==> config.mk <==
export PLATFORM = sky130hd
export DESIGN_NAME = rms_strap_latch
export DESIGN_NICKNAME = d
export VERILOG_FILES = /design/src/common/rms_pkg.sv /design/src/core/rms_strap_capture.sv /design/src/core/rms_mode_decode.sv /design/src/core/rms_strap_latch.sv
export SDC_FILE = /design/constraint.sdc
export NUM_CORES = 1
export LEC_CHECK = 0
export BUFFER_PORTS_ARGS = -buffer_cell sky130_fd_sc_hd__buf_2
export CORE_ASPECT_RATIO = 1.75
export CORE_MARGIN = 2
export CORE_UTILIZATION = 48
export DETAILED_ROUTE_END_ITERATION = 12
export PLACE_DENSITY = 0.82
export SYNTH_ARGS = -nofsm -noshare
export SYNTH_HDL_FRONTEND = slang
export SYNTH_HIERARCHICAL = 1
export SYNTH_SLANG_ARGS = --single-unit
==> constraint.sdc <==
create_clock -name clk -period 2.57 [get_ports clk]
set_input_delay 0.3855 -clock clk [delete_from_list [all_inputs] [get_ports clk]]
set_output_delay 0.3855 -clock clk [all_outputs]
set_load 0.01 [all_outputs]
==> src/common/rms_pkg.sv <==
// package: constants, types and decode helpers for the reset mode strap latch
package rms_pkg;

	// ------------------------------------------------------------
	// register port and map
	// ------------------------------------------------------------
	localparam int ADDR_W = 8;
	localparam int DATA_W = 8;
	localparam logic [ADDR_W-1:0] REG_MODE = 8'h00;
	localparam logic [ADDR_W-1:0] REG_MISC = 8'h01;
	localparam logic [ADDR_W-1:0] REG_STATUS = 8'h02;
	localparam logic [ADDR_W-1:0] REG_ID = 8'h03;
	localparam logic [DATA_W-1:0] BLOCK_ID = 8'h5a; // arbitrary value
	localparam int MISC_FLASH_BIT = 0;
	localparam int ST_OSC_BIT = 0;
	localparam int ST_DBG_BIT = 1;
	localparam int ST_VALID_BIT = 2;
	localparam int ST_PERIPH_BIT = 3;
	localparam int ST_LOCK_BIT = 4;

	// ------------------------------------------------------------
	// operating modes, encoded as top-middle-bottom levels
	// ------------------------------------------------------------
	localparam int MODE_W = 3;
	localparam logic [MODE_W-1:0] MODE_SPECIAL_SINGLE = 3'h0;
	localparam logic [MODE_W-1:0] MODE_EMUL_NARROW = 3'h1;
	localparam logic [MODE_W-1:0] MODE_SPECIAL_TEST = 3'h2;
	localparam logic [MODE_W-1:0] MODE_EMUL_WIDE = 3'h3;
	localparam logic [MODE_W-1:0] MODE_NORMAL_SINGLE = 3'h4;
	localparam logic [MODE_W-1:0] MODE_NORMAL_NARROW = 3'h5;
	localparam logic [MODE_W-1:0] MODE_PERIPHERAL = 3'h6;
	localparam logic [MODE_W-1:0] MODE_NORMAL_WIDE = 3'h7;
	localparam logic [MODE_W-1:0] MODE_RST = 3'h0;
	localparam logic FLASH_VIS_RST = 1'b0;

	// ------------------------------------------------------------
	// flash window in the cpu address space
	// ------------------------------------------------------------
	localparam logic [15:0] FLASH_BASE = 16'h4000;
	localparam logic [15:0] FLASH_LAST = 16'hffff;

	// ------------------------------------------------------------
	// types
	// ------------------------------------------------------------
	typedef struct packed {
		logic top;
		logic middle;
		logic bottom;
		logic flash;
		logic osc;
	} rms_strap_t;

	typedef enum logic {CAP_ARMED, CAP_DONE} rms_cap_state_t;
	typedef enum logic {DBG_IDLE, DBG_ACTIVE} rms_dbg_state_t;

	// ------------------------------------------------------------
	// helpers
	// ------------------------------------------------------------
	// flash-visible value for a mode and a strap level
	function automatic logic rms_flash_decode(input logic [MODE_W-1:0] mode, input logic strap);
		case (mode)
			MODE_SPECIAL_SINGLE, MODE_NORMAL_SINGLE, MODE_PERIPHERAL: rms_flash_decode = 1'b1;
			MODE_SPECIAL_TEST: rms_flash_decode = 1'b0;
			MODE_EMUL_NARROW, MODE_EMUL_WIDE: rms_flash_decode = ~strap;
			default: rms_flash_decode = strap;
		endcase
	endfunction : rms_flash_decode

	// special modes have the top level low
	function automatic logic rms_is_special(input logic [MODE_W-1:0] mode);
		rms_is_special = ~mode[MODE_W-1];
	endfunction : rms_is_special

endpackage : rms_pkg

==> src/core/rms_strap_capture.sv <==
// strap capture: samples the strap pins once at reset release
`timescale 1ns/1ps
module rms_strap_capture
	import rms_pkg::*;
(
	// clock and reset
	input wire logic clk,
	input wire logic nrst,
	// strap levels
	input wire rms_strap_t strap_in,
	// captured values
	output rms_strap_t strap_q,
	output logic cap_pulse,
	// pin pull-downs
	output logic pulldown_en
);

	rms_cap_state_t state;
	rms_cap_state_t next_state;
	rms_strap_t next_strap_q;
	logic next_cap_pulse;
	rms_strap_t strap_s;
	rms_strap_t next_strap_s;

	// pull-downs live exactly as long as reset is low
	assign pulldown_en = ~nrst;

	// track the pins while reset is low, so the last sample is the level at release
	always_comb begin
		next_strap_s = nrst ? strap_s : strap_in;
	end

	// no reset here: it has to keep sampling while reset is held
	always_ff @(posedge clk) begin
		strap_s <= next_strap_s;
	end

	// take the levels seen at the last edge in reset, while pull-downs still act
	always_comb begin
		next_state = state;
		next_strap_q = strap_q;
		next_cap_pulse = 1'b0;
		case (state)
			CAP_ARMED: begin
				next_strap_q = strap_s;
				next_cap_pulse = 1'b1;
				next_state = CAP_DONE;
			end
			CAP_DONE: next_state = CAP_DONE;
			default: next_state = CAP_ARMED;
		endcase
	end

	// capture registers
	always_ff @(posedge clk or negedge nrst) begin
		if (!nrst) begin
			state <= CAP_ARMED;
			strap_q <= '0;
			cap_pulse <= 1'b0;
		end else begin
			state <= next_state;
			strap_q <= next_strap_q;
			cap_pulse <= next_cap_pulse;
		end
	end

endmodule : rms_strap_capture

==> src/core/rms_mode_decode.sv <==
// mode decoder: turns captured straps into mode and flash visibility
`timescale 1ns/1ps
module rms_mode_decode
	import rms_pkg::*;
(
	// captured straps
	input wire rms_strap_t strap_q,
	// decoded configuration
	output logic [MODE_W-1:0] dec_mode,
	output logic dec_flash,
	output logic dec_dbg_active,
	output logic dec_periph
);

	// mode bits are the three levels, top first
	assign dec_mode = {strap_q.top, strap_q.middle, strap_q.bottom};

	// flash visibility per mode
	assign dec_flash = rms_flash_decode(dec_mode, strap_q.flash);

	// monitor comes up active only in special single-chip
	assign dec_dbg_active = (dec_mode == MODE_SPECIAL_SINGLE);

	// forbidden strapping, reported only
	assign dec_periph = (dec_mode == MODE_PERIPHERAL);

endmodule : rms_mode_decode

==> src/core/rms_strap_latch.sv <==
// reset mode strap latch: captures configuration and serves it to software
`timescale 1ns/1ps
module rms_strap_latch
	import rms_pkg::*;
(
	// clock and reset
	input wire logic clk,
	input wire logic nrst,

	// strap pins
	input wire logic mode_select_top,
	input wire logic mode_select_middle,
	input wire logic mode_select_bottom,
	input wire logic flash_map_strap,
	input wire logic oscillator_select_strap,

	// pull-down controls for middle and bottom pins
	output logic pulldown_middle_en,
	output logic pulldown_bottom_en,

	// debug monitor
	input wire logic debug_activate_cmd,
	output logic debug_active,

	// register port
	input wire logic [ADDR_W-1:0] reg_addr,
	input wire logic [DATA_W-1:0] reg_wdata,
	input wire logic reg_wr,
	input wire logic reg_rd,
	output logic [DATA_W-1:0] reg_rdata,

	// configuration outputs
	output logic [MODE_W-1:0] op_mode,
	output logic flash_visible,
	output logic osc_colpitts_sel,
	output logic config_valid,

	// flash mapping
	input wire logic [15:0] cpu_addr,
	output logic flash_select
);

	// ------------------------------------------------------------
	// capture and decode
	// ------------------------------------------------------------
	rms_strap_t strap_in;
	rms_strap_t strap_q;
	logic cap_pulse;
	logic pulldown_en;
	logic [MODE_W-1:0] dec_mode;
	logic dec_flash;
	logic dec_dbg_active;
	logic dec_periph;

	// pack pins into one carrier
	assign strap_in.top = mode_select_top;
	assign strap_in.middle = mode_select_middle;
	assign strap_in.bottom = mode_select_bottom;
	assign strap_in.flash = flash_map_strap;
	assign strap_in.osc = oscillator_select_strap;

	rms_strap_capture u_capture (
		.clk(clk),
		.nrst(nrst),
		.strap_in(strap_in),
		.strap_q(strap_q),
		.cap_pulse(cap_pulse),
		.pulldown_en(pulldown_en)
	);

	rms_mode_decode u_decode (
		.strap_q(strap_q),
		.dec_mode(dec_mode),
		.dec_flash(dec_flash),
		.dec_dbg_active(dec_dbg_active),
		.dec_periph(dec_periph)
	);

	// both pins share the reset-only pull-down
	assign pulldown_middle_en = pulldown_en;
	assign pulldown_bottom_en = pulldown_en;

	// ------------------------------------------------------------
	// configuration state
	// ------------------------------------------------------------
	logic periph_seen;
	logic mode_lock;
	logic next_config_valid;
	logic [MODE_W-1:0] next_op_mode;
	logic next_flash_visible;
	logic next_osc_colpitts_sel;
	logic next_periph_seen;
	logic next_mode_lock;
	logic wr_mode;
	logic wr_misc;
	logic mode_ok;

	// software writes steer mode and flash map
	assign wr_mode = reg_wr && (reg_addr == REG_MODE) && config_valid;
	assign wr_misc = reg_wr && (reg_addr == REG_MISC) && config_valid;

	// special modes may go anywhere but peripheral; normal single once to expanded
	always_comb begin
		mode_ok = 1'b0;
		if (rms_is_special(op_mode)) begin
			mode_ok = (reg_wdata[MODE_W-1:0] != MODE_PERIPHERAL);
		end else if (!mode_lock && op_mode == MODE_NORMAL_SINGLE) begin
			mode_ok = (reg_wdata[MODE_W-1:0] == MODE_NORMAL_NARROW) ||
				(reg_wdata[MODE_W-1:0] == MODE_NORMAL_WIDE);
		end
	end

	// next configuration values
	always_comb begin
		next_config_valid = config_valid;
		next_op_mode = op_mode;
		next_flash_visible = flash_visible;
		next_osc_colpitts_sel = osc_colpitts_sel;
		next_periph_seen = periph_seen;
		next_mode_lock = mode_lock;
		if (cap_pulse) begin
			next_config_valid = 1'b1;
			next_op_mode = dec_mode;
			next_flash_visible = dec_flash;
			next_osc_colpitts_sel = strap_q.osc;
			next_periph_seen = dec_periph;
		end else begin
			if (wr_mode && mode_ok) begin
				next_op_mode = reg_wdata[MODE_W-1:0];
				next_mode_lock = ~rms_is_special(op_mode);
			end
			if (wr_misc && rms_is_special(op_mode)) begin
				next_flash_visible = reg_wdata[MISC_FLASH_BIT];
			end
		end
	end

	// configuration registers
	always_ff @(posedge clk or negedge nrst) begin
		if (!nrst) begin
			config_valid <= 1'b0;
			op_mode <= MODE_RST;
			flash_visible <= FLASH_VIS_RST;
			osc_colpitts_sel <= 1'b0;
			periph_seen <= 1'b0;
			mode_lock <= 1'b0;
		end else begin
			config_valid <= next_config_valid;
			op_mode <= next_op_mode;
			flash_visible <= next_flash_visible;
			osc_colpitts_sel <= next_osc_colpitts_sel;
			periph_seen <= next_periph_seen;
			mode_lock <= next_mode_lock;
		end
	end

	// ------------------------------------------------------------
	// debug monitor activation
	// ------------------------------------------------------------
	rms_dbg_state_t dbg_state;
	rms_dbg_state_t next_dbg_state;

	// active from capture in special single, else after a command
	always_comb begin
		next_dbg_state = dbg_state;
		case (dbg_state)
			DBG_IDLE: begin
				if (debug_activate_cmd) begin
					next_dbg_state = DBG_ACTIVE;
				end else if (cap_pulse && dec_dbg_active) begin
					next_dbg_state = DBG_ACTIVE;
				end
			end
			DBG_ACTIVE: next_dbg_state = DBG_ACTIVE;
			default: next_dbg_state = DBG_IDLE;
		endcase
	end

	// monitor state register
	always_ff @(posedge clk or negedge nrst) begin
		if (!nrst) begin
			dbg_state <= DBG_IDLE;
		end else begin
			dbg_state <= next_dbg_state;
		end
	end

	assign debug_active = (dbg_state == DBG_ACTIVE);

	// ------------------------------------------------------------
	// flash map and register reads
	// ------------------------------------------------------------
	logic next_flash_select;
	logic [DATA_W-1:0] next_reg_rdata;

	// flash answers only while visible
	always_comb begin
		next_flash_select = flash_visible && (cpu_addr >= FLASH_BASE) && (cpu_addr <= FLASH_LAST);
	end

	// read mux, data valid one cycle after the strobe only
	always_comb begin
		next_reg_rdata = '0;
		if (reg_rd) begin
			case (reg_addr)
				REG_MODE: next_reg_rdata[MODE_W-1:0] = op_mode;
				REG_MISC: next_reg_rdata[MISC_FLASH_BIT] = flash_visible;
				REG_STATUS: begin
					next_reg_rdata[ST_OSC_BIT] = osc_colpitts_sel;
					next_reg_rdata[ST_DBG_BIT] = debug_active;
					next_reg_rdata[ST_VALID_BIT] = config_valid;
					next_reg_rdata[ST_PERIPH_BIT] = periph_seen;
					next_reg_rdata[ST_LOCK_BIT] = mode_lock;
				end
				REG_ID: next_reg_rdata = BLOCK_ID;
				default: next_reg_rdata = '0;
			endcase
		end
	end

	// output registers
	always_ff @(posedge clk or negedge nrst) begin
		if (!nrst) begin
			flash_select <= 1'b0;
			reg_rdata <= '0;
		end else begin
			flash_select <= next_flash_select;
			reg_rdata <= next_reg_rdata;
		end
	end

	// ------------------------------------------------------------
	// assertions
	// ------------------------------------------------------------
	property p_mode_capture;
		@(posedge clk) disable iff (!nrst)
		cap_pulse |=> op_mode == $past(dec_mode) && config_valid;
	endproperty
	a_mode_capture: assert property (p_mode_capture) else $error("mode bits not taken from straps");

	property p_flash_capture;
		@(posedge clk) disable iff (!nrst)
		cap_pulse |=> flash_visible == rms_flash_decode(op_mode, $past(strap_q.flash));
	endproperty
	a_flash_capture: assert property (p_flash_capture) else $error("flash bit not taken from strap");

	property p_flash_map;
		@(posedge clk) disable iff (!nrst)
		(cpu_addr >= FLASH_BASE) ##1 flash_select |-> $past(flash_visible);
	endproperty
	a_flash_map: assert property (p_flash_map) else $error("flash selected while hidden");

	property p_mode_read;
		@(posedge clk) disable iff (!nrst)
		reg_rd && reg_addr == REG_MODE |=> reg_rdata[MODE_W-1:0] == $past(op_mode);
	endproperty
	a_mode_read: assert property (p_mode_read) else $error("mode read wrong");

	property p_mode_change;
		@(posedge clk) disable iff (!nrst)
		!cap_pulse && !rms_is_special(op_mode) && mode_lock |=> $stable(op_mode);
	endproperty
	a_mode_change: assert property (p_mode_change) else $error("locked mode changed");

	property p_special_single;
		@(posedge clk) disable iff (!nrst)
		cap_pulse && {strap_q.top, strap_q.middle, strap_q.bottom} == MODE_SPECIAL_SINGLE
		|=> flash_visible ##1 debug_active;
	endproperty
	a_special_single: assert property (p_special_single) else $error("special single setup wrong");

	property p_dbg_wait;
		@(posedge clk) disable iff (!nrst)
		cap_pulse && !dec_dbg_active && !debug_activate_cmd && !debug_active |=> !debug_active;
	endproperty
	a_dbg_wait: assert property (p_dbg_wait) else $error("monitor active without command");

	property p_dbg_cmd;
		@(posedge clk) disable iff (!nrst)
		debug_activate_cmd |=> debug_active [*2];
	endproperty
	a_dbg_cmd: assert property (p_dbg_cmd) else $error("command did not activate monitor");

	property p_special_test;
		@(posedge clk) disable iff (!nrst)
		cap_pulse && dec_mode == MODE_SPECIAL_TEST |=> !flash_visible;
	endproperty
	a_special_test: assert property (p_special_test) else $error("test mode shows flash");

	property p_emul_narrow;
		@(posedge clk) disable iff (!nrst)
		cap_pulse && dec_mode == MODE_EMUL_NARROW |=> flash_visible == !$past(strap_q.flash);
	endproperty
	a_emul_narrow: assert property (p_emul_narrow) else $error("emulation narrow flash wrong");

	property p_emul_wide;
		@(posedge clk) disable iff (!nrst)
		cap_pulse && dec_mode == MODE_EMUL_WIDE |=> flash_visible != $past(strap_q.flash);
	endproperty
	a_emul_wide: assert property (p_emul_wide) else $error("emulation wide flash wrong");

	property p_normal_single;
		@(posedge clk) disable iff (!nrst)
		cap_pulse && dec_mode == MODE_NORMAL_SINGLE |=> flash_visible && op_mode == MODE_NORMAL_SINGLE;
	endproperty
	a_normal_single: assert property (p_normal_single) else $error("normal single setup wrong");

	property p_normal_expanded;
		@(posedge clk) disable iff (!nrst)
		cap_pulse && (dec_mode == MODE_NORMAL_NARROW || dec_mode == MODE_NORMAL_WIDE)
		|=> flash_visible == $past(strap_q.flash);
	endproperty
	a_normal_expanded: assert property (p_normal_expanded) else $error("normal expanded flash wrong");

	property p_osc_select;
		@(posedge clk) disable iff (!nrst)
		cap_pulse |=> osc_colpitts_sel == $past(strap_q.osc) ##1 $stable(osc_colpitts_sel);
	endproperty
	a_osc_select: assert property (p_osc_select) else $error("oscillator select wrong");

	property p_pulldown_off;
		@(posedge clk) disable iff (!nrst)
		config_valid |-> !pulldown_middle_en && !pulldown_bottom_en;
	endproperty
	a_pulldown_off: assert property (p_pulldown_off) else $error("pull-down on after reset");

endmodule : rms_strap_latch

# [Yosys cells after proc, flatten, opt, wreduce, memory -nomap -nowiden]
# Cells that the tools add are included.
[word_totals] register_bits=30 inputBits=42 out_inout_bits=18 word_cells=75
[classes] order_cmp=2 eq_ne=12 n_mux=16 n_bitwise=5 n_reduce_logical=19
[ops] cell="equality test 8 x 2 -> 1 bit, second input constant" count=2
[ops] cell="greater-or-equal comparator 16 x 15 -> 1 bit, second input constant" count=1
[ops] cell="<= comparator 16 bit, second input constant" count=1
[ops] cell="equality test 3 bit, second input constant" count=5
[ops] cell="logical AND 1 bit" count=10
[ops] cell="equality test 8 x 1 -> 1 bit, second input constant" count=1
[ops] cell="logical NOT 8 bit" count=1
[ops] cell="2-to-1 mux 1 bit" count=7
[ops] cell="2-to-1 mux 7 bit" count=1
[ops] cell="equality test 3 x 2 -> 1 bit, second input constant" count=2
[ops] cell="2-to-1 mux 3 bit" count=2
[ops] cell="case mux 1 bit (3 select lines)" count=2
[ops] cell="case mux 2 bit (3 select lines)" count=1
[ops] cell="inverter 1 bit" count=5
[ops] cell="case mux 2 bit (2 select lines)" count=1
[ops] cell="nonzero test 2 bit" count=2
[ops] cell="equality test 3 x 1 -> 1 bit, second input constant" count=1
[ops] cell="logical NOT 3 bit" count=1
[ops] cell="!= test 3 bit, second input constant" count=1
[ops] cell="OR reduction 3 bit" count=1
[ops] cell="2-to-1 mux 2 bit" count=1
[ops] cell="case mux 1 bit (2 select lines)" count=1
[ops] cell="AND reduction 2 bit" count=1
[ops] cell="OR reduction 2 bit" count=1
[ops] cell="2 further kinds" count=2

# [Longest topological paths before layout]
# Gate-level depths: netlist of run 1.
[depth] ltp_word=7 ltp_mapped=5 ltp_nobuf=4

# [Hierarchy]
# The synthesis of run 1 kept the hierarchy.
[by_module_without_submodules] module="rms_strap_latch" instances=1 cells_per_inst=71 area_per_inst_um2=773.2 seq_area_each_um2=400.4
[by_module_without_submodules] module="rms_strap_capture" instances=1 cells_per_inst=21 area_per_inst_um2=422.9 seq_area_each_um2=325.3
[by_module_without_submodules] module="rms_mode_decode" instances=1 cells_per_inst=8 area_per_inst_um2=60.1 seq_area_each_um2=0.0

# [Least setup slack after synthesis of run 1]
# No wires, ideal clock.
[synth_path] path_type="flip-flop to flip-flop" startpoint="register op_mode[1]" endpoint="register op_mode[1]" setup_ps=126 arrival_time_ps=1390 required_ps=2444 path_slack_ps=1054 stages_incl_launch_ff=5 n_path_buf=0 synth_period_minus_slack_ps=1516 cell_sequence="dfrtp_1 nor4bb_1 a22oi_1 or2_1 a221o_1"
[synth_between] elab_chain_cells=6
[synth_rtl] element="start: declaration" line_no="rms_strap_latch.sv:33" text="output logic [MODE_W-1:0] op_mode,"
[synth_rtl] element="start signal: assignment" line_no="rms_strap_latch.sv:149" text="op_mode <= next_op_mode;"
[synth_rtl] element="equality test 3 bit" line_no="rms_strap_latch.sv:107" text="end else if (!mode_lock && op_mode == MODE_NORMAL_SINGLE) begin"
[synth_rtl] element="logical AND 1 bit" line_no="rms_strap_latch.sv:107"
[synth_rtl] element="2-to-1 mux 1 bit" line_no="rms_strap_latch.sv:107"
[synth_rtl] element="2-to-1 mux 1 bit" line_no="rms_strap_latch.sv:105" text="if (rms_is_special(op_mode)) begin"
[synth_rtl] element="logical AND 1 bit" line_no="rms_strap_latch.sv:128" text="if (wr_mode && mode_ok) begin"
[synth_rtl] element="nonzero test 2 bit (no source line)"
# Every way passes these cells.
# A chain may end at the register's enable or synchronous reset.

# [Worst setup path in the final report of run 1]
[layout_path] startpoint="register op_mode[0]" endpoint="register op_mode[2]"
# The elaborated chain is that of the path after synthesis.

==> results of run 1 <==
registers in the layout (all words and copies together), names as in the netlist:
name / cells
periph_seen: 1
config_valid: 1
op_mode: 3
debug_active: 1
flash_visible: 1
u_capture/cap_pulse: 1
flash_select: 1
u_capture/strap_q: 5
mode_lock: 1
osc_colpitts_sel: 1
reg_rdata: 6
u_capture/state: 1
u_capture/strap_s: 5
power groups by stage:
stage	Sequential [mW]	Combinational, mW	Clock [mW]
after floorplan	0.526	0.0826	0
after global routing	0.528	0.139	0.361
after global placement	0.528	0.122	0
final	0.522	0.126	0.340
after CTS	0.522	0.128	0.345
after detailed placement	0.531	0.126	0
how the worst min path moves through the flow:
| stage | endpoint | start | slack (ps) |
|---|---|---|---|
| 6_report | u_capture/strap_q[1] | nrst | 100 |
| 3_3_place_gp | u_capture/strap_q[1] | nrst | 410 |
| 4_1_cts | u_capture/strap_q[4] | nrst | 110 |
| 2_1_floorplan | config_valid | nrst | 90 |
| 3_5_place_dp | u_capture/strap_q[2] | nrst | 400 |
| 5_1_grt | periph_seen | nrst | 120 |
area by class of cell:
type	instances	area, um2	area share
Clock buffer	3	41.3	0.0276
Sequential cell	28	726	0.485
Timing Repair Buffer	39	198	0.132
Inverter	4	15.0	0.0100
Tap cell	26	32.5	0.0218
Multi-Input combinational cell	60	453	0.303
Clock inverter	1	30.0	0.0201
per-layer routing:
layer,GRT usage,share of wire
met1,0.166,0.36
met2,0.311,0.57
met3,0.0252,0.051
met4,0.0868,0.018
met5,0,0
Yosys cell counts, drive strengths merged:
| library cell | instances |
|---|---|
| dfrtp | 23 |
| buf | 9 |
| nor2 | 9 |
| mux2 | 8 |
| edfxtp | 5 |
| nand2 | 5 |
| inv | 4 |
| nor3 | 4 |
| mux2i | 3 |
| nor2b | 3 |
| a221o | 2 |
| conb | 2 |
| nand3 | 2 |
| nor4b | 2 |
| o211ai | 2 |
| or2 | 2 |
| a211o | 1 |
| a21oi | 1 |
| a22oi | 1 |
| a31oi | 1 |
| and2 | 1 |
| and3b | 1 |
| nand3b | 1 |
| nand4 | 1 |
| nor3b | 1 |
| nor4 | 1 |
| nor4bb | 1 |
| o21a | 1 |
| o22a | 1 |
| o311ai | 1 |
| or4 | 1 |
kinds of logic after synthesis:
kind of cell           count (synthesis)  synth area share
AND/OR/NAND/NOR                       35             0.171
flip-flops                            28             0.578
buffers and inverters                 13            0.0647
AO/OA/AOI/OAI                         11            0.0697
multiplexers                          11             0.111
other                                  2           0.00598
==> results.md, run 1 <==
* CTS root buf: clkbuf_8
* Pleak at 0.723 nW
* Slew Limit Fails at 0
* P per Cell Area at 661 nW/um2
* Crit. End Element: flop
* TNS Setup at 0 ps
* DP Area at 1420 um2
* Die Y-Extent at 71.7 um
* Routed Antenna Nets at 0
* Slack of the critical path at 940 ps
* CP delay by family, top: simple AND/OR/NAND/NOR gates
* Min cycle time layout at 1630 ps
* Comb pwr share at 0.127
* Initial DRC Count at 24
* DRT Wirelength at 2.33 mm
* Drt first pass iters at 4
* Biggest cell delay along the critical path at 420 ps
* Worst path cell trace: nor4bb_1 -> a22oi_1 -> or2_1 -> a221o_1
* Synth unique cells at 35
* Period utilization at 0.634
* Yosys top cell area share at 0.458
* Clock latency on the worst-skew pair at 270 ps
* Dpl hpwl at 1.85 mm
* Post-Layout Cell Count at 161
* Io pins at 60
* Clock Path Buffers at 2
* GRT Total Usage at 0.165
* Reg2reg end: op_mode[2]
* Inst Count DP at 157
* Cell depth of the worst setup path at 4
* Vias in the first global route at 851
* Reg2Reg Launch Point: op_mode[0]
* Worst setup SP type: flop
* Total power at 0.989 mW
* Most frequent cells in the layout: buf_2, dfrtp_1, nor2_1
* Sequential power share at 0.528
* CP Max Fanout at 5
* CP arrival at 1790 ps
* TritonCTS sink count at 28
* Warnings from Yosys at 6
* RD Place Congestion at 0.868
* CP Capture Point: op_mode[2]
* Most common cell after layout, fill and taps aside: buf_2
* DIE AREA at 3060 um2
* NetSw at 0.225 mW
* Critical setup path kind: flop to flop
* Seq cells post-synth at 28
* Layout cells sized above 1 at 0.415
* WL/cell at 14.5 um
* Outcome: finished clean
* Total core area at 2490 um2
* Switching power share of the total at 0.228
* Hold Fails Final Rpt at 0
* Post-cts sizing count at 0
* Initial antenna violation count at 0
* Reg2reg setup slack at 940 ps
* Critical Path RT at 2730 ps
* Seq/Total Area, Yosys at 0.578
* Hold WS at 97.1 ps
* Cts hold-fix bufs at 0
* Die W at 42.7 um
* Syn_area_per_cell at 12.6 um2
* Min-Delay Path Class: input pin to async pin
* CP max stage cell: dfrtp_1
* Cells after synthesis at 100
* Grt total ovfl at 0
* VDD IR max at 0.000424 V
* DRC at 0
* # port buffers at 38
* H-tree Lvls at 1
* Internal power at 0.763 mW
* RSZ-0062 raised after global routing: false
* Post-route design area at 1500 um2
* CTS tree: done
* Worst Setup SP: op_mode[0]
* Pre-CTS setup slack at 814 ps
* First-pass GRT wire length at 3.77 mm
* Row count at 24
* Clk pin slew, worst setup/hold paths at 90 ps
* R2r worst-path depth at 4
* Mapped cell area at 1260 um2
* Final nets at 178
* Filler cell count at 216
* Routed vias/inst at 5.42
* P&R area growth vs syn at 19.0%
* Total CTS buffers at 3
* Synth area leader: dfrtp_1
* Clock share of power at 0.344
* Max-Cap Viols at 0
* Post-CTS Repair Setup Buffers at 0
* Starting Density at 0.504
* Largest net degree at the start of global routing at 24
* Vias at 873
* Buf/Inv on CP at 0
* Diodes inserted at 0
* Final core occ at 0.600
* Synth top area cells: dfrtp_1, edfxtp_1, mux2_4, buf_4, nor2_1
* Max frequency at 614 MHz
* Final setup fails at 0
* Setup Skew at 4.67 ps
Note: power is estimated with default switching activity, not from simulation.
==> run 2, diff against run 1 <==
--- a/config.mk
+++ b/config.mk
@@ -5,12 +5,13 @@
 export SDC_FILE = /design/constraint.sdc
 export NUM_CORES = 1
 export LEC_CHECK = 0
+export ABC_AREA = 1
 export BUFFER_PORTS_ARGS = -buffer_cell sky130_fd_sc_hd__buf_2
 export CORE_ASPECT_RATIO = 1.75
 export CORE_MARGIN = 2
-export CORE_UTILIZATION = 48
+export CORE_UTILIZATION = 42
 export DETAILED_ROUTE_END_ITERATION = 12
-export PLACE_DENSITY = 0.82
+export PLACE_DENSITY = 0.75
 export SYNTH_ARGS = -nofsm -noshare
 export SYNTH_HDL_FRONTEND = slang
 export SYNTH_HIERARCHICAL = 1
==> constraint.sdc (replaced) <==
create_clock -name clk -period 1.4 [get_ports clk]
set_input_delay 0.21 -clock clk [delete_from_list [all_inputs] [get_ports clk]]
set_output_delay 0.21 -clock clk [all_outputs]
set_load 0.01 [all_outputs]
==> run 2 against run 1 <==
Global-route usage is 1.1 points lower. Core utilization is 7.1 points lower. Sequential power up 79%. Cell area is 11% higher. Sequential share of layout area shrank 4.9 points. Synthesized cell count up 57%. First-iteration DRC count increased by 25%. Non-clock buffer count up 1. Power rose by 82%. Largest cell class unchanged. Highest routed layer unchanged.
==> results.md, run 2 <==
* Outcome: finished clean
* RSZ-0062 raised after global routing: false
* Vias at 1,120 (+28%)
* Pre-CTS setup slack at 313 ps (-501 ps)
* Post-CTS Repair Setup Buffers at 0 (unchanged)
* Max frequency at 911 MHz
* Total core area at 3140 um2 (+26%)
* Post-cts sizing count at 0 (unchanged)
* Max reg flops at 6 (unchanged)
* Routed vias/inst at 4.71 (-13%)
* Critical setup path kind: flop to output pin
* Cts hold-fix bufs at 1 (+1)
* Layout cells sized above 1 at 0.318 (-0.0969)
* H-tree Lvls at 1 (unchanged)
* Buf/Inv on CP at 1 (+1)
* Biggest regs: reg_rdata x6, u_capture/strap_q x5, u_capture/strap_s x5
* Comb pwr share at 0.130 (+0.003)
* CP arrival at 890 ps (-900 ps)
* Min-Delay Path Class: input pin to flop
* RD Place Congestion at 0.814 (-6.2%)
* CP max stage cell: dfrtp_1
* Cell depth of the worst setup path at 1 (-3)
* Reg2reg end: op_mode[0]
* Filler cell count at 320 (+48%)
* Most frequent cells in the layout: nand2_1, buf_2, dfrtp_1, nor2_1, nand3_1
* Io pins at 60 (unchanged)
* Vias in the first global route at 1,043 (+23%)
* Total power at 1.80 mW (+82%)
* Clk pin slew, worst setup/hold paths at 90 ps (about the same)
* Cells after synthesis at 157 (+57%)
* First-pass GRT wire length at 4.16 mm (+10%)
* Biggest cell delay along the critical path at 450 ps (+30 ps)
* Internal power at 1.36 mW (+78%)
* Worst Setup SP: op_mode[2]
* NetSw at 0.435 mW (+93%)
* Worst setup SP type: flop
* Switching power share of the total at 0.242 (+0.0141)
* DRT Wirelength at 2.58 mm (+11%)
* Seq/Total Area, Yosys at 0.528 (-0.0499)
* Clock latency on the worst-skew pair at 270 ps (about the same)
* Row count at 27 (+13%)
* Slack of the critical path at 302 ps (-638 ps)
* Setup Skew at 2.02 ps (-2.65 ps)
* Diodes inserted at 0 (unchanged)
* DIE AREA at 3770 um2 (+23%)
* Reg2reg setup slack at 310 ps (-630 ps)
* Routed Antenna Nets at 0 (unchanged)
* Pleak at 0.891 nW (+23%)
* CTS tree: done
* Die W at 47.3 um (+11%)
* Sequential power share at 0.520 (-0.008)
* Drt first pass iters at 4 (unchanged)
* Crit. End Element: output pin
* Critical Path RT at 1190 ps (-1540 ps)
* Post-Layout Cell Count at 238 (+48%)
* VDD IR max at 0.000931 V (+120%)
* Top reg by flops: reg_rdata
* Post-synth ARST share at 0.821 (unchanged)
* Max-Cap Viols at 0 (unchanged)
* P&R area growth vs syn at 20.8%
* TritonCTS sink count at 28 (unchanged)
* Total CTS buffers at 3 (unchanged)
* CP delay by family, top: flip-flops
* # port buffers at 38 (unchanged)
* Worst path cell trace: buf_2
* P per Cell Area at 1080 nW/um2 (+64%)
* Reg2Reg Launch Point: mode_lock
* Clock share of power at 0.350 (+0.006)
* CP Max Fanout at 6 (+1)
* Initial antenna violation count at 0 (unchanged)
* Slew Limit Fails at 0 (unchanged)
* List of most frequent post-synthesis cells: nand2_1, dfrtp_1, nand3_1, nor2_1, inv_1
* Warnings from Yosys at 6 (unchanged)
* GRT Total Usage at 0.154 (-0.0111)
* EDFF count, synth at 5 (unchanged)
* Seq cells post-synth at 28 (unchanged)
* R2r worst-path depth at 7 (+3)
* Die Y-Extent at 79.7 um (+11%)
* Initial DRC Count at 30 (+25%)
* Inst Count DP at 233 (+48%)
* Dpl hpwl at 2.07 mm (+12%)
* Leading register cell type out of synthesis: dfrtp_1
* Final nets at 238 (+34%)
* TNS Setup at 0 ps (unchanged)
* Synth area leader: dfrtp_1
* Clock Path Buffers at 2 (unchanged)
* Largest net degree at the start of global routing at 24 (unchanged)
* Top-count cell post-synth: nand2_1
* Most common cell after layout, fill and taps aside: nand2_1
* Final setup fails at 0 (unchanged)
* DRC at 0 (unchanged)
* Synth top area cells: dfrtp_1, nand2_1, edfxtp_1, nand3_1, nor2_1
* Yosys top cell area share at 0.419 (-0.0396)
* Grt total ovfl at 0 (unchanged)
* CP Capture Point: op_mode[2]
* CTS root buf: clkbuf_8
* Synth unique cells at 26 (-26%)
* Starting Density at 0.438 (-0.0663)
* Period utilization at 0.784
* Syn_area_per_cell at 8.76 um2 (-30%)
* Hold Fails Final Rpt at 0 (unchanged)
* Min cycle time layout at 1100 ps
* WL/cell at 10.9 um (-25%)
* Mapped cell area at 1380 um2 (+9.5%)
==> run 2: cell families (layout without fill, tap and decap cells) <==
group | after synthesis | in the layout | synth area share
flip-flops | 28 | 28 | 0.528
AND/OR/NAND/NOR | 97 | 97 | 0.356
other | 2 | 3 | 0.00546
AO/OA/AOI/OAI | 7 | 7 | 0.0291
buffers and inverters | 23 | 60 | 0.0819
==> run 2: power groups by stage <==
stage	logic [mW]	registers [mW]	clock network, mW
floorplan	0.143	0.949	0
global placement	0.228	0.950	0
detailed placement	0.234	0.951	0
CTS	0.237	0.935	0.644
global route	0.265	0.944	0.667
finish	0.234	0.935	0.628
==> run 2: worst min-delay path by stage <==
stage | start | end | cells past startpoint
after floorplan | nrst | config_valid | 0
after global placement | nrst | reg_rdata[6] | 2
after detailed placement | nrst | reg_rdata[6] | 2
after CTS | mode_select_top | u_capture/strap_s[4] | 1
after global routing | oscillator_select_strap | u_capture/strap_s[0] | 1
final | oscillator_select_strap | u_capture/strap_s[0] | 1
==> run 2: layout make-up <==
| cell class | instances | area, um2 | area share |
|---|---|---|---|
| clock buffers | 3 | 41.3 | 0.0248 |
| flip-flops and latches | 28 | 726 | 0.437 |
| multi-input cells | 107 | 541 | 0.325 |
| inverters | 16 | 62.6 | 0.0377 |
| well taps | 43 | 53.8 | 0.0324 |
| clock inverters | 1 | 30.0 | 0.0181 |
| repair buffers | 40 | 208 | 0.125 |
==> run 2: routing by layer <==
| metal | vias to the layer above | share of wire | routed length [um] | global-route usage |
|---|---|---|---|---|
| met5 | - | 0 | 0 | 0 |
| met4 | 0 | 0.024 | 61 | 0.0806 |
| met3 | 5 | 0.050 | 128 | 0.0204 |
| met2 | 44 | 0.57 | 1480 | 0.285 |
| met1 | 510 | 0.35 | 913 | 0.150 |
| li1 | 561 | - | - | - |
==> run 2: through the flow <==
stage                     utilization  cell area, um2  hold slack [ps]
after CTS                       0.529            1660             95.1
after global placement          0.503            1580              245
final                           0.529            1660              105
after floorplan                     -            1380            -85.6
after detailed placement        0.503            1580              241
after global routing            0.529            1660             87.9
